<file path="src/cspar_pkg.sv">
// Shared constants for the camera setting command parser.
package cspar_pkg;
   // ==========================================================
   // Register map (byte addresses)
   localparam logic [7:0] CMD_OFF  = 8'h00;
   localparam logic [7:0] P1_OFF   = 8'h04;
   localparam logic [7:0] P2_OFF   = 8'h08;
   localparam logic [7:0] P3_OFF   = 8'h0c;
   localparam logic [7:0] STAT_OFF = 8'h10;
   localparam logic [7:0] SET_OFF  = 8'h14;
   localparam int         OPC_LSB  = 0;
   localparam int         CNT_LSB  = 8;
   // ==========================================================
   // Command codes
   localparam logic [4:0] OP_WB_MODE   = 5'h00;
   localparam logic [4:0] OP_RED_GAIN  = 5'h01;
   localparam logic [4:0] OP_BLUE_GAIN = 5'h02;
   localparam logic [4:0] OP_OVERLAY   = 5'h03;
   localparam logic [4:0] OP_ONE_PUSH  = 5'h04;
   localparam logic [4:0] OP_COEF      = 5'h05;
   localparam logic [4:0] OP_CORING    = 5'h06;
   localparam logic [4:0] OP_SCALE     = 5'h07;
   localparam logic [4:0] OP_LIMIT     = 5'h08;
   localparam logic [4:0] OP_CRISP     = 5'h09;
   localparam logic [4:0] OP_EDGE_EN   = 5'h0a;
   localparam logic [4:0] OP_MATRIX    = 5'h0b;
   localparam logic [4:0] OP_TONE_MODE = 5'h0c;
   localparam logic [4:0] OP_THRESH    = 5'h0d;
   localparam logic [4:0] OP_TABLE     = 5'h0e;
   localparam logic [4:0] OP_MERGE     = 5'h0f;
   localparam logic [4:0] OP_PARTIAL   = 5'h10;
   localparam logic [4:0] OP_TRIG      = 5'h11;
   localparam logic [4:0] OP_BARS      = 5'h12;
   localparam logic [4:0] OP_RAMP      = 5'h13;
   localparam logic [4:0] OP_SPEED     = 5'h14;
   localparam logic [4:0] OP_TBL_DATA  = 5'h15;
   localparam logic [4:0] OP_TBL_QUIT  = 5'h16;
   // ==========================================================
   // Reply codes and field values
   localparam logic [3:0] REP_NONE   = 4'h0;
   localparam logic [3:0] REP_OK     = 4'h1;
   localparam logic [3:0] REP_SYNTAX = 4'h2;
   localparam logic [3:0] REP_AWB    = 4'h8;
   localparam logic [2:0] WB_MANUAL  = 3'h3;
   localparam logic [2:0] WB_ONEPUSH = 3'h4;
   localparam logic [1:0] TONE_BIN   = 2'h3;
   localparam logic [1:0] MTX_WRITE  = 2'h2;
   localparam logic [2:0] SPEED_RST  = 3'h3;
   localparam logic [4:0] PEND_RST   = 5'h0f;
   localparam int         WIN_SPAN   = 16;
   // ==========================================================
   // Timing
   localparam int CLK_HZ = 25_000_000;
   localparam int BPS0   = 4800;
   localparam int BPS1   = 9600;
   localparam int BPS2   = 19200;
   localparam int BPS3   = 38400;
   localparam int BPS4   = 57600;

   typedef enum logic [2:0] {
      ST_IDLE = 3'b001,
      ST_AWB  = 3'b010,
      ST_TBL  = 3'b100
   } cspar_state_t;
endpackage

</file>
<file path="src/cspar_top.sv">
// Command parser that applies camera image and I/O settings from APB.
`timescale 1ns/1ns
// ==============================================================
// What this block does
// - White balance mode 0..4: three presets, manual, one-push auto.
// - Red and blue gains are signed 8-bit offsets, used in manual only.
// - Overlay flag hides or shows the detection window.
// - One-push run starts only in mode 4, otherwise ignored.
// - While one-push runs, every further command is refused.
// - A one-push run reports exactly one of eight results.
// - Three 7-bit edge coefficients; omitted ones keep their value.
// - Coring thresholds; a lone first value is copied to the second.
// - Enhancement scales; a lone first value is copied to the second.
// - Enhancement limits; a lone lower limit sets the upper one.
// - Crispness level 0..7 is applied to the output.
// - Edge enhancement off forces scale and crispness to zero.
// - Matrix mode 2 writes a 10-bit value at index 0..8.
// - Stored matrix mode changes only for modes 0 and 1.
// - Tone mode: linear, user table, inverted or binary.
// - Threshold 0..1024 acts only in binary tone mode.
// - Table entry from start index enters entry mode; quit leaves it.
// - Vertical binning selectable on monochrome variant only.
// - Partial window needs start below end and span below 16.
// - Trigger source selects link connector or power connector.
// - Test pattern on or off: bars for colour, ramp for mono.
// - Speed codes 0..4 select 4800 to 57600 bits per second.
// - Any out-of-range parameter discards the command with an error.
module cspar_top
   import cspar_pkg::*;
#(
   parameter bit IS_MONO = 1'b0,
   parameter int TBL_W   = 10
)
(
   input  wire logic             core_clk,
   input  wire logic             reset,
   input  wire logic             psel,
   input  wire logic             penable,
   input  wire logic             pwrite,
   input  wire logic [7:0]       paddr,
   input  wire logic [31:0]      pwdata,
   output logic      [31:0]      prdata,
   output logic                  pready,
   output logic                  pslverr,
   input  wire logic             awb_done,
   input  wire logic [2:0]       awb_result,
   output logic                  awb_start,
   output logic      [2:0]       wb_mode,
   output logic      [7:0]       red_offset,
   output logic      [7:0]       blue_offset,
   output logic                  overlay_on,
   output logic      [6:0]       coef_k0,
   output logic      [6:0]       coef_k1,
   output logic      [6:0]       coef_k2,
   output logic      [7:0]       coring_neg,
   output logic      [7:0]       coring_pos,
   output logic      [5:0]       scale_neg_out,
   output logic      [5:0]       scale_pos_out,
   output logic      [9:0]       limit_lo,
   output logic      [9:0]       limit_hi,
   output logic      [2:0]       crisp_out,
   output logic                  edge_en,
   output logic                  matrix_on,
   output logic                  mtx_we,
   output logic      [3:0]       mtx_idx,
   output logic      [9:0]       mtx_val,
   output logic      [1:0]       tone_mode,
   output logic      [10:0]      thresh_out,
   output logic                  tbl_we,
   output logic      [9:0]       tbl_addr,
   output logic      [TBL_W-1:0] tbl_data,
   output logic                  merge_on,
   output logic                  partial_en,
   output logic      [3:0]       partial_start,
   output logic      [4:0]       partial_end,
   output logic                  trig_src,
   output logic                  pattern_on,
   output logic      [2:0]       serial_speed,
   output logic      [12:0]      bit_period
);
   // ===========================================================
   // Helpers
   function automatic logic fits(input logic [1:0] n, input int k,
                                 input logic [10:0] v, input int mx);
      fits = (n < 2'(k)) || (v <= 11'(mx));
   endfunction

   function automatic logic [12:0] baud_div(input logic [2:0] s);
      case (s)
         3'd0:    baud_div = 13'(CLK_HZ / BPS0);
         3'd1:    baud_div = 13'(CLK_HZ / BPS1);
         3'd2:    baud_div = 13'(CLK_HZ / BPS2);
         3'd3:    baud_div = 13'(CLK_HZ / BPS3);
         default: baud_div = 13'(CLK_HZ / BPS4);
      endcase
   endfunction

   function automatic logic legal_op(input logic [4:0] op,
      input logic [1:0] n, input logic [10:0] a, input logic [10:0] b,
      input logic [10:0] c);
      case (op)
         OP_WB_MODE:    legal_op = !IS_MONO && fits(n, 1, a, 4);
         OP_RED_GAIN,
         OP_BLUE_GAIN:  legal_op = !IS_MONO && fits(n, 1, a, 255);
         OP_OVERLAY:    legal_op = !IS_MONO && fits(n, 1, a, 1);
         OP_ONE_PUSH:   legal_op = !IS_MONO;
         OP_COEF:       legal_op = fits(n, 1, a, 127) && fits(n, 2, b, 127)
                                   && fits(n, 3, c, 127);
         OP_CORING:     legal_op = fits(n, 1, a, 255) && fits(n, 2, b, 255);
         OP_SCALE:      legal_op = fits(n, 1, a, 63) && fits(n, 2, b, 63);
         OP_LIMIT:      legal_op = fits(n, 1, a, 1023) && fits(n, 2, b, 1023);
         OP_CRISP:      legal_op = !IS_MONO && fits(n, 1, a, 7);
         OP_EDGE_EN,
         OP_TRIG:       legal_op = fits(n, 1, a, 1);
         OP_MATRIX:     legal_op = !IS_MONO && (n == 2'd0 || (a <= 11'd2
                                   && (a != 11'(MTX_WRITE) || (n == 2'd3
                                   && b <= 11'd8 && c <= 11'd1023))));
         OP_TONE_MODE:  legal_op = fits(n, 1, a, 3);
         OP_THRESH:     legal_op = fits(n, 1, a, 1024);
         OP_TABLE,
         OP_TBL_DATA:   legal_op = fits(n, 1, a, 1023);
         OP_MERGE:      legal_op = IS_MONO && fits(n, 1, a, 1);
         OP_PARTIAL:    legal_op = fits(n, 1, a, 1) && fits(n, 2, b, 15)
                                   && fits(n, 3, c, 16);
         OP_BARS:       legal_op = !IS_MONO && fits(n, 1, a, 1);
         OP_RAMP:       legal_op = IS_MONO && fits(n, 1, a, 1);
         OP_SPEED:      legal_op = fits(n, 1, a, 4);
         OP_TBL_QUIT:   legal_op = 1'b1;
         default:       legal_op = 1'b0;
      endcase
   endfunction

   // ===========================================================
   // Bus decode
   cspar_state_t state;
   logic [10:0]  p1, p2, p3;
   logic [3:0]   reply;
   logic [7:0]   red_gain, blue_gain;
   logic [5:0]   scale_neg, scale_pos;
   logic [2:0]   crisp;
   logic [10:0]  thresh;

   wire        access   = psel && penable;
   wire        wr       = access && pwrite;
   wire        wr_cmd   = wr && paddr == CMD_OFF;
   wire [4:0]  op       = pwdata[OPC_LSB+:5];
   wire [1:0]  n        = pwdata[CNT_LSB+:2];
   wire        mapped   = paddr == CMD_OFF || paddr == P1_OFF
                          || paddr == P2_OFF || paddr == P3_OFF
                          || paddr == STAT_OFF || paddr == SET_OFF;
   // A command that lands while a run is busy is dropped unseen.
   wire        exec     = wr_cmd && state != ST_AWB;
   wire        tbl_op   = op == OP_TBL_DATA || op == OP_TBL_QUIT;
   wire [4:0]  eff_start = (n >= 2'd2) ? p2[4:0] : {1'b0, partial_start};
   wire [4:0]  eff_end   = (n == 2'd3) ? p3[4:0] : partial_end;
   wire        win_ok   = op != OP_PARTIAL || (eff_start < eff_end
                          && eff_end - eff_start < 5'(WIN_SPAN));
   // Only the last parameters may be missing, so a count says it all.
   wire        legal    = legal_op(op, n, p1, p2, p3) && win_ok
                          && ((state == ST_TBL) == tbl_op);
   wire        do_set   = exec && legal && n != 2'd0;
   wire        one_push = exec && legal && op == OP_ONE_PUSH
                          && wb_mode == WB_ONEPUSH;
   wire        enter_tb = do_set && op == OP_TABLE;

   assign pready  = 1'b1;
   assign pslverr = access && !mapped;
   assign prdata  = !access ? 32'h0 :
                    paddr == P1_OFF   ? {21'h0, p1} :
                    paddr == P2_OFF   ? {21'h0, p2} :
                    paddr == P3_OFF   ? {21'h0, p3} :
                    paddr == STAT_OFF ? {25'h0, state, reply} :
                    paddr == SET_OFF  ? {22'h0, tbl_addr} : 32'h0;

   // ===========================================================
   // Effective outputs
   wire manual = wb_mode == WB_MANUAL;
   assign red_offset    = manual ? red_gain : 8'h00;
   assign blue_offset   = manual ? blue_gain : 8'h00;
   assign scale_neg_out = edge_en ? scale_neg : 6'h00;
   assign scale_pos_out = edge_en ? scale_pos : 6'h00;
   assign crisp_out     = edge_en ? crisp : 3'h0;
   assign thresh_out    = tone_mode == TONE_BIN ? thresh : 11'h0;
   assign bit_period    = baud_div(serial_speed);

   // ===========================================================
   // Parameter latches and sequencing
   always_ff @(posedge core_clk)
   begin
      if (reset)
      begin
         p1 <= 11'h0;
         p2 <= 11'h0;
         p3 <= 11'h0;
      end
      else if (wr)
      begin
         if (paddr == P1_OFF) p1 <= pwdata[10:0];
         if (paddr == P2_OFF) p2 <= pwdata[10:0];
         if (paddr == P3_OFF) p3 <= pwdata[10:0];
      end
   end

   always_ff @(posedge core_clk)
   begin
      if (reset)
      begin
         state     <= ST_IDLE;
         reply     <= REP_NONE;
         awb_start <= 1'b0;
      end
      else
      begin
         awb_start <= one_push;
         case (state)
            ST_IDLE:
            begin
               if (one_push) state <= ST_AWB;
               if (enter_tb) state <= ST_TBL;
            end
            ST_AWB:
            begin
               // One result per run: the done pulse is heeded only here.
               if (awb_done)
               begin
                  state <= ST_IDLE;
                  reply <= REP_AWB + {1'b0, awb_result};
               end
            end
            ST_TBL:
               if (exec && legal && op == OP_TBL_QUIT) state <= ST_IDLE;
            default: state <= ST_IDLE;
         endcase
         // A one-push request outside mode 4 is ignored, so it gives no reply.
         if (exec && legal && op == OP_ONE_PUSH)
            reply <= REP_NONE;
         else if (exec)
            reply <= legal ? REP_OK : REP_SYNTAX;
      end
   end

   // ===========================================================
   // Setting store
   always_ff @(posedge core_clk)
   begin
      if (reset)
      begin
         wb_mode <= 3'h0; red_gain <= 8'h0; blue_gain <= 8'h0;
         overlay_on <= 1'b0; coef_k0 <= 7'h0; coef_k1 <= 7'h0;
         coef_k2 <= 7'h0; coring_neg <= 8'h0; coring_pos <= 8'h0;
         scale_neg <= 6'h0; scale_pos <= 6'h0; limit_lo <= 10'h0;
         limit_hi <= 10'h0; crisp <= 3'h0; edge_en <= 1'b0;
         matrix_on <= 1'b0; mtx_we <= 1'b0; mtx_idx <= 4'h0;
         mtx_val <= 10'h0; tone_mode <= 2'h0; thresh <= 11'h0;
         tbl_we <= 1'b0; tbl_addr <= 10'h0; tbl_data <= '0;
         merge_on <= 1'b0; partial_en <= 1'b0; partial_start <= 4'h0;
         partial_end <= PEND_RST; trig_src <= 1'b0; pattern_on <= 1'b0;
         serial_speed <= SPEED_RST;
      end
      else
      begin
         mtx_we <= 1'b0;
         tbl_we <= 1'b0;
         if (tbl_we) tbl_addr <= tbl_addr + 10'd1;
         if (do_set)
         begin
            case (op)
               OP_WB_MODE:   wb_mode <= p1[2:0];
               OP_RED_GAIN:  red_gain <= p1[7:0];
               OP_BLUE_GAIN: blue_gain <= p1[7:0];
               OP_OVERLAY:   overlay_on <= p1[0];
               OP_COEF:
               begin
                  coef_k0 <= p1[6:0];
                  if (n >= 2'd2) coef_k1 <= p2[6:0];
                  if (n == 2'd3) coef_k2 <= p3[6:0];
               end
               OP_CORING:
               begin
                  coring_neg <= p1[7:0];
                  coring_pos <= n >= 2'd2 ? p2[7:0] : p1[7:0];
               end
               OP_SCALE:
               begin
                  scale_neg <= p1[5:0];
                  scale_pos <= n >= 2'd2 ? p2[5:0] : p1[5:0];
               end
               OP_LIMIT:
               begin
                  limit_lo <= p1[9:0];
                  limit_hi <= n >= 2'd2 ? p2[9:0] : p1[9:0];
               end
               OP_CRISP:     crisp <= p1[2:0];
               OP_EDGE_EN:   edge_en <= p1[0];
               OP_MATRIX:
               begin
                  if (p1[1:0] == MTX_WRITE)
                  begin
                     mtx_we  <= 1'b1;
                     mtx_idx <= p2[3:0];
                     mtx_val <= p3[9:0];
                  end
                  else
                     matrix_on <= p1[0];
               end
               OP_TONE_MODE: tone_mode <= p1[1:0];
               OP_THRESH:    thresh <= p1;
               OP_TABLE:     tbl_addr <= p1[9:0];
               OP_TBL_DATA:
               begin
                  tbl_we   <= 1'b1;
                  tbl_data <= p1[TBL_W-1:0];
               end
               OP_MERGE:     merge_on <= p1[0];
               OP_PARTIAL:
               begin
                  partial_en    <= p1[0];
                  partial_start <= eff_start[3:0];
                  partial_end   <= eff_end;
               end
               OP_TRIG:      trig_src <= p1[0];
               OP_BARS,
               OP_RAMP:      pattern_on <= p1[0];
               OP_SPEED:     serial_speed <= p1[2:0];
               default:      ;
            endcase
         end
      end
   end
endmodule

</file>
<file path="config.mk">
export PLATFORM = sky130hd
export DESIGN_NAME = cspar_top
export DESIGN_NICKNAME = d
export VERILOG_FILES = /design/src/cspar_pkg.sv /design/src/cspar_top.sv
export SDC_FILE = /design/constraint.sdc
export NUM_CORES = 1
export LEC_CHECK = 0
export ABC_AREA = 1
export BUFFER_PORTS_ARGS = -buffer_cell sky130_fd_sc_hd__buf_2
export CAP_MARGIN = 5
export CORE_MARGIN = 2
export CORE_UTILIZATION = 32
export CTS_BUF_LIST = sky130_fd_sc_hd__clkbuf_8
export CTS_CLUSTER_DIAMETER = 200
export DETAILED_ROUTE_END_ITERATION = 10
export GPL_ROUTABILITY_DRIVEN = 1
export PLACE_DENSITY = 0.55
export SETUP_SLACK_MARGIN = 0.3
export SLEW_MARGIN = 20
export SYNTH_ARGS = -nofsm -noshare
export SYNTH_HDL_FRONTEND = slang
export SYNTH_SLANG_ARGS = --single-unit
</file>
<file path="constraint.sdc">
create_clock -name core_clk -period 3.1 [get_ports core_clk]
set_input_delay 0.465 -clock core_clk [delete_from_list [all_inputs] [get_ports core_clk]]
set_output_delay 0.465 -clock core_clk [all_outputs]
set_load 0.02 [all_outputs]
</file>
# After elaboration in Yosys (flattened, before gate mapping)
# Cells that the tools add are included.
# totals
word_cells	239
ff_bits	200
in_bits	49
# classes
eq_ne	45
n_lt_le_gt_ge	25
bitwise	3
muxes	33
addsub	3
reduce_logical	93
# op_table
op	n
$mux 10	6
$mux 11	5
$pmux 13 s4	1
$reduce_and 2->1	22
$eq 5x4->1 const B	8
$eq 5x5->1 const B	7
$le 11x10->1 const B	3
$le 11x7->1 const B	3
$logic_or 1x1->1	25
$logic_and 1x1->1	24
$mux 8	3
$le 11x2->1 const B	2
$le 11x3->1 const B	2
$le 11x4->1 const B	2
$le 11x6->1 const B	2
$le 11x8->1 const B	2
$eq 5x3->1 const B	4
$mux 6	3
$eq 8x4->1 const B	2
$eq 8x5->1 const B	2
$mux 3	5
$reduce_and 3->1	5
$pmux 1 s14	1
$reduce_or 2->1	7
39 further kinds	56

# Longest topological paths before layout
# depth
ltp_word	15
ltp_mapped	22

# Least setup slack after synthesis
# OpenSTA, ideal clock, no wires.
# synth_timing
path_type	input port to flip-flop
start	in pwdata[9]
end	reg coef_k1[5]
t_arrival_ns	2.767
setup_slack_ns	0.220
path_buffers	3
stages	21
t_required_ns	2.987
path_cell_list	buf_2 inv_1 clkbuf_1 nand2_1 nand2_1 inv_1 ha_1 inv_1 o21bai_1 nand3_1 nand2_1 nand3_1 nand3_1 nand3_1 inv_2 nand4_2 nor2_1 buf_4 nand2_1 nand2_1 nor2_1
# synth_between
elab_chain_len	12
word_cells_on_any_way	48
# synth_lines
element	line_no	text
start: declaration	cspar_top.sv:41	input wire logic [31:0] pwdata,
branches (longest 11 deep; another with $sub 5x5->5)	--	
$reduce_and 3->1 (no line) *	--	
end signal: assignment	cspar_top.sv:275	if (n >= 2'd2) coef_k1 <= p2[6:0];
end: declaration	cspar_top.sv:53	output logic [6:0] coef_k1,
# Mark *: on every way between the ends.
# A chain may end at the register's enable or synchronous reset.

# Final worst setup path
# layout_timing
start	in paddr[7]
end	out prdata[4]
# layout_between
elab_chain_len	7
word_cells_on_any_way	11
# layout_lines
element	line_no	text
start: declaration	cspar_top.sv:40	input wire logic [7:0] paddr,
$eq 8x5->1	cspar_top.sv:173	paddr == SET_OFF ? {22'h0, tbl_addr} : 32'h0;
$mux 10	cspar_top.sv:173	
$mux 10	cspar_top.sv:172	paddr == STAT_OFF ? {25'h0, state, reply} :
$mux 11	cspar_top.sv:171	paddr == P3_OFF ? {21'h0, p3} :
$mux 11	cspar_top.sv:170	paddr == P2_OFF ? {21'h0, p2} :
$mux 11 *	cspar_top.sv:169	paddr == P1_OFF ? {21'h0, p1} :
$mux 11 *	cspar_top.sv:168	assign prdata = !access ? 32'h0 :
end: declaration	cspar_top.sv:42	output logic [31:0] prdata,
# Mark *: on every way between the ends. The rest lies on a longest branch, timed or not.

==> summary.txt <==
Pwr
  – VDD IR max: between 0.0002 and 0.0003 V
  – Pwr Density: about 390 nW/µm²
  – Total power: about 4.6 mW
  – P_leak: roughly 6.1 nW

Global route
  – Vias in the first global route: between 9000 and 10000
  – Pin count of the biggest net entering global routing: 108
  – Initial antenna violation count: 2
  – Tot GR Track Use: 0.219
  – First-pass GRT wire length: about 53000 µm
  – Grt ovf: 0

Setup path
  – CP startpoint kind: primary input
  – CP Capture Type: primary output
  – Reg2reg path depth: 17
  – Reg-to-Reg End: tbl_data[7]
  – R2R setup slack: around 0.53 ns
  – Critical setup path kind: primary input to primary output
  – Worst r2r src: p3[1]
  – Worst EP arrival: 2.29 ns
  – Crit path to: prdata[4]
  – CP max FO: 11
  – CP Launch Point: paddr[7]
  – Critical Path RT: 2.63 ns

Timing
  – Fin crit share: 0.890
  – Final Slew Violations: 0
  – Final Hold Fails: 0
  – Tightest Pin Transition: 0.942 ns
  – Max Fclk: 363 MHz
  – Final Critical Period: between 2 and 3 ns
  – Setup TNS: 0 ns
  – Final Setup Violations: 0
  – Fin Clk Skew: about 0.032 ns
  – RSZ-0062 raised after global routing: true
  – Slew margin rel.: 0.365

Floorplanning
  – # rows: 63
  – Core area: between 20000 and 30000 µm²
  – Initial Util: 0.326
  – Ports: roughly 260
  – Chip height: ~180 µm
  – Die ar.: 31600 µm²
  – DIE WIDTH: roughly 180 µm

Routing
  – Wirelength per Cell: between 15 and 20 µm
  – DR vias: a little over 10000
  – DRC viols: 0
  – Initial DRC Count: 712
  – Final wirelength: between 30000 and 40000 µm
  – Antenna Violating Nets Remaining: 0
  – DRT Pass-1 Iters: 5
  – Via/cell ratio: 4.79

Clock network
  – # clock sinks: 200
  – CTS Root Cell: clkbuf_8
  – H-tree levels: 4
  – Hold Buf Count CTS: 0
  – CTS tree: built
  – TritonCTS buffer count: 17
  – Worst skew pair latency: around 0.50 ns
  – Reg clk slew, reported paths: ~0.11 ns
  – Clock tree buffer depth: 2

Logic synthesis
  – Synthesis Warnings: 0
  – Cell taking the most area after synthesis: dfxtp_1
  – Sequential area share after synthesis: 0.414
  – Post-synthesis register bit count: 200
  – Share of the synthesized area in the top cell type: 0.414
  – Cells after Synth: ~1500
  – Mapped Area: 9670 µm²
  – Area contributors post-synth: dfxtp_1 41%, nor2_1 12%, nand2_1 9.7%
  – Synthesized area per cell: around 6.6 µm²
  – Cell variety after synth: 41

Worst hold path
  – Hold Crit Class: primary input to register
  – Hold Path Cell Cnt: 3

Finish
  – Design Area, Final: around 12000 µm²
  – Fin util: 0.403
  – Area grow syn2layout: 23.7%
  – Share of layout cells above drive strength 1: 0.220
  – Layout Nets: 1756

Placed design
  – Gpl congestion: between 0.9 and 1
  – HPWL after DPL: 25900 µm
  – I/O Buffers: around 210
  – DP Area: 11400 µm²

Status
  – Status: finished, final reports clean

Job
  – Max_cap viols: 0
power by group:
group / total [mW] / switching [mW] / internal (mW)
Clock: 1.78 / 1.09 / 0.685
Combinational: 0.260 / 0.190 / 0.0700
Sequential: 2.57 / 0.00160 / 2.57
Yosys cell counts:
master and count:
a211oi_1 9, a21oi_1 105, a221oi_1 5, a22oi_1 1, a41oi_1 1, buf_1 3
buf_2 22, buf_4 28, clkbuf_1 37, clkinv_1 3, conb_1 2, dfxtp_1 200
ha_1 6, inv_1 172, inv_2 7, inv_4 1, nand2_1 249, nand2_2 6
nand3_1 71, nand3_2 1, nand3_4 1, nand4_1 10, nand4_2 1, nor2_1 317
nor2_2 4, nor2_4 2, nor3_1 13, nor3_2 1, nor3b_1 2, nor4_1 2
o2111ai_1 3, o211ai_1 1, o21a_1 3, o21ai_0 149, o21bai_1 8, o221ai_1 1
o22ai_1 1, or2_1 6, or2_2 3, xnor2_1 3, xor2_1 5
worst min-delay path by stage:
stage	from	endpoint	slack, ns
2_1_floorplan	blue_gain[7]	blue_gain[7]	0.43
3_3_place_gp	merge_on	merge_on	0.41
3_5_place_dp	merge_on	merge_on	0.41
4_1_cts	awb_result[2]	reply[2]	0.19
5_1_grt	awb_result[2]	reply[2]	0.21
6_report	awb_result[2]	reply[2]	0.22
timing repair:
| item | 4_1_cts | 5_1_grt |
|---|---|---|
| pin swaps | 0 | 3 |
| buffers inserted | 0 | 5 |
| cloned | 0 | 1 |
| endpoints found under the setup margin | 4 | 143 |
| endpoints found under the hold margin | 0 | 0 |
| resized for setup | 4 | 34 |
worst max-delay path, cell delays in order:
cell	delay [ns]
buf_2	0.09
or2_1	0.27
nor3_4	0.17
nand2_1	0.10
nor3_1	0.17
buf_4	0.17
buf_4	0.18
a21oi_1	0.09
a221oi_2	0.35
buf_2	0.23
flip-flops by register name, indices dropped and copies added, names as in the netlist, 4 cells and up:
signal / count
partial_end: 5
limit_hi: 10
coef_k0: 7
coring_neg: 8
p2: 11
coring_pos: 8
coef_k1: 7
reply: 4
mtx_val: 10
thresh: 11
partial_start: 4
blue_gain: 8
red_gain: 8
scale_neg: 6
tbl_addr: 10
p1: 11
tbl_data: 10
limit_lo: 10
coef_k2: 7
scale_pos: 6
mtx_idx: 4
p3: 11
kinds of logic after synthesis:
family          after synthesis  share of synthesized area
fa+ha+maj                     6                    0.00776
buf+inv                     273                      0.120
xor+xnor                      8                    0.00724
flops                       200                      0.414
compound gates              287                      0.158
other cells                   2                   0.000776
simple gates                689                      0.292
per-stage QoR:
| step | setup WS, ns | hold slack (ns) | cells |
|---|---|---|---|
| finish | 0.342 | 0.221 | 2106 |
| global route | 0.259 | 0.211 | 2106 |
| CTS | 0.296 | 0.185 | 2098 |
| detailed placement | -0.0424 | 0.413 | 2066 |
| global placement | -0.0330 | 0.407 | 2066 |
| floorplan | 0.324 | 0.427 | 1485 |
final cells by class:
type | count | area, µm²
diodes | 2 | 5.00
clock buffers | 17 | 234
clock inverters | 15 | 178
fillers | 3187 | 17700
inverters | 183 | 699
multi-input cells | 1013 | 4680
flip-flops and latches | 200 | 4010
well taps | 390 | 488
repair buffers | 286 | 1670
layout by cell type, fill, tap and decap left out, drive strengths merged, types with 3 or more instances in the layout:
cell type / count
clkbuf: 17
clkinv: 10
buf: 286
a221oi: 5
conb: 22
nand2: 255
o21bai: 8
nand4: 11
nor3: 14
a211oi: 9
or2: 9
nand3: 74
o21a: 3
o2111ai: 3
nor2: 323
a21oi: 105
ha: 6
o21ai: 149
xnor2: 3
dfxtp: 200
xor2: 5
inv: 186
metal layers:
layer  track usage  part of all wire  vias up
met4        0.0676             0.021        0
met2         0.361              0.46      376
met5             0                 0        -
met1         0.291              0.45     4605
li1              -                 -     5065
met3        0.0358             0.060       43
Power figures use the tool's default switching activity.
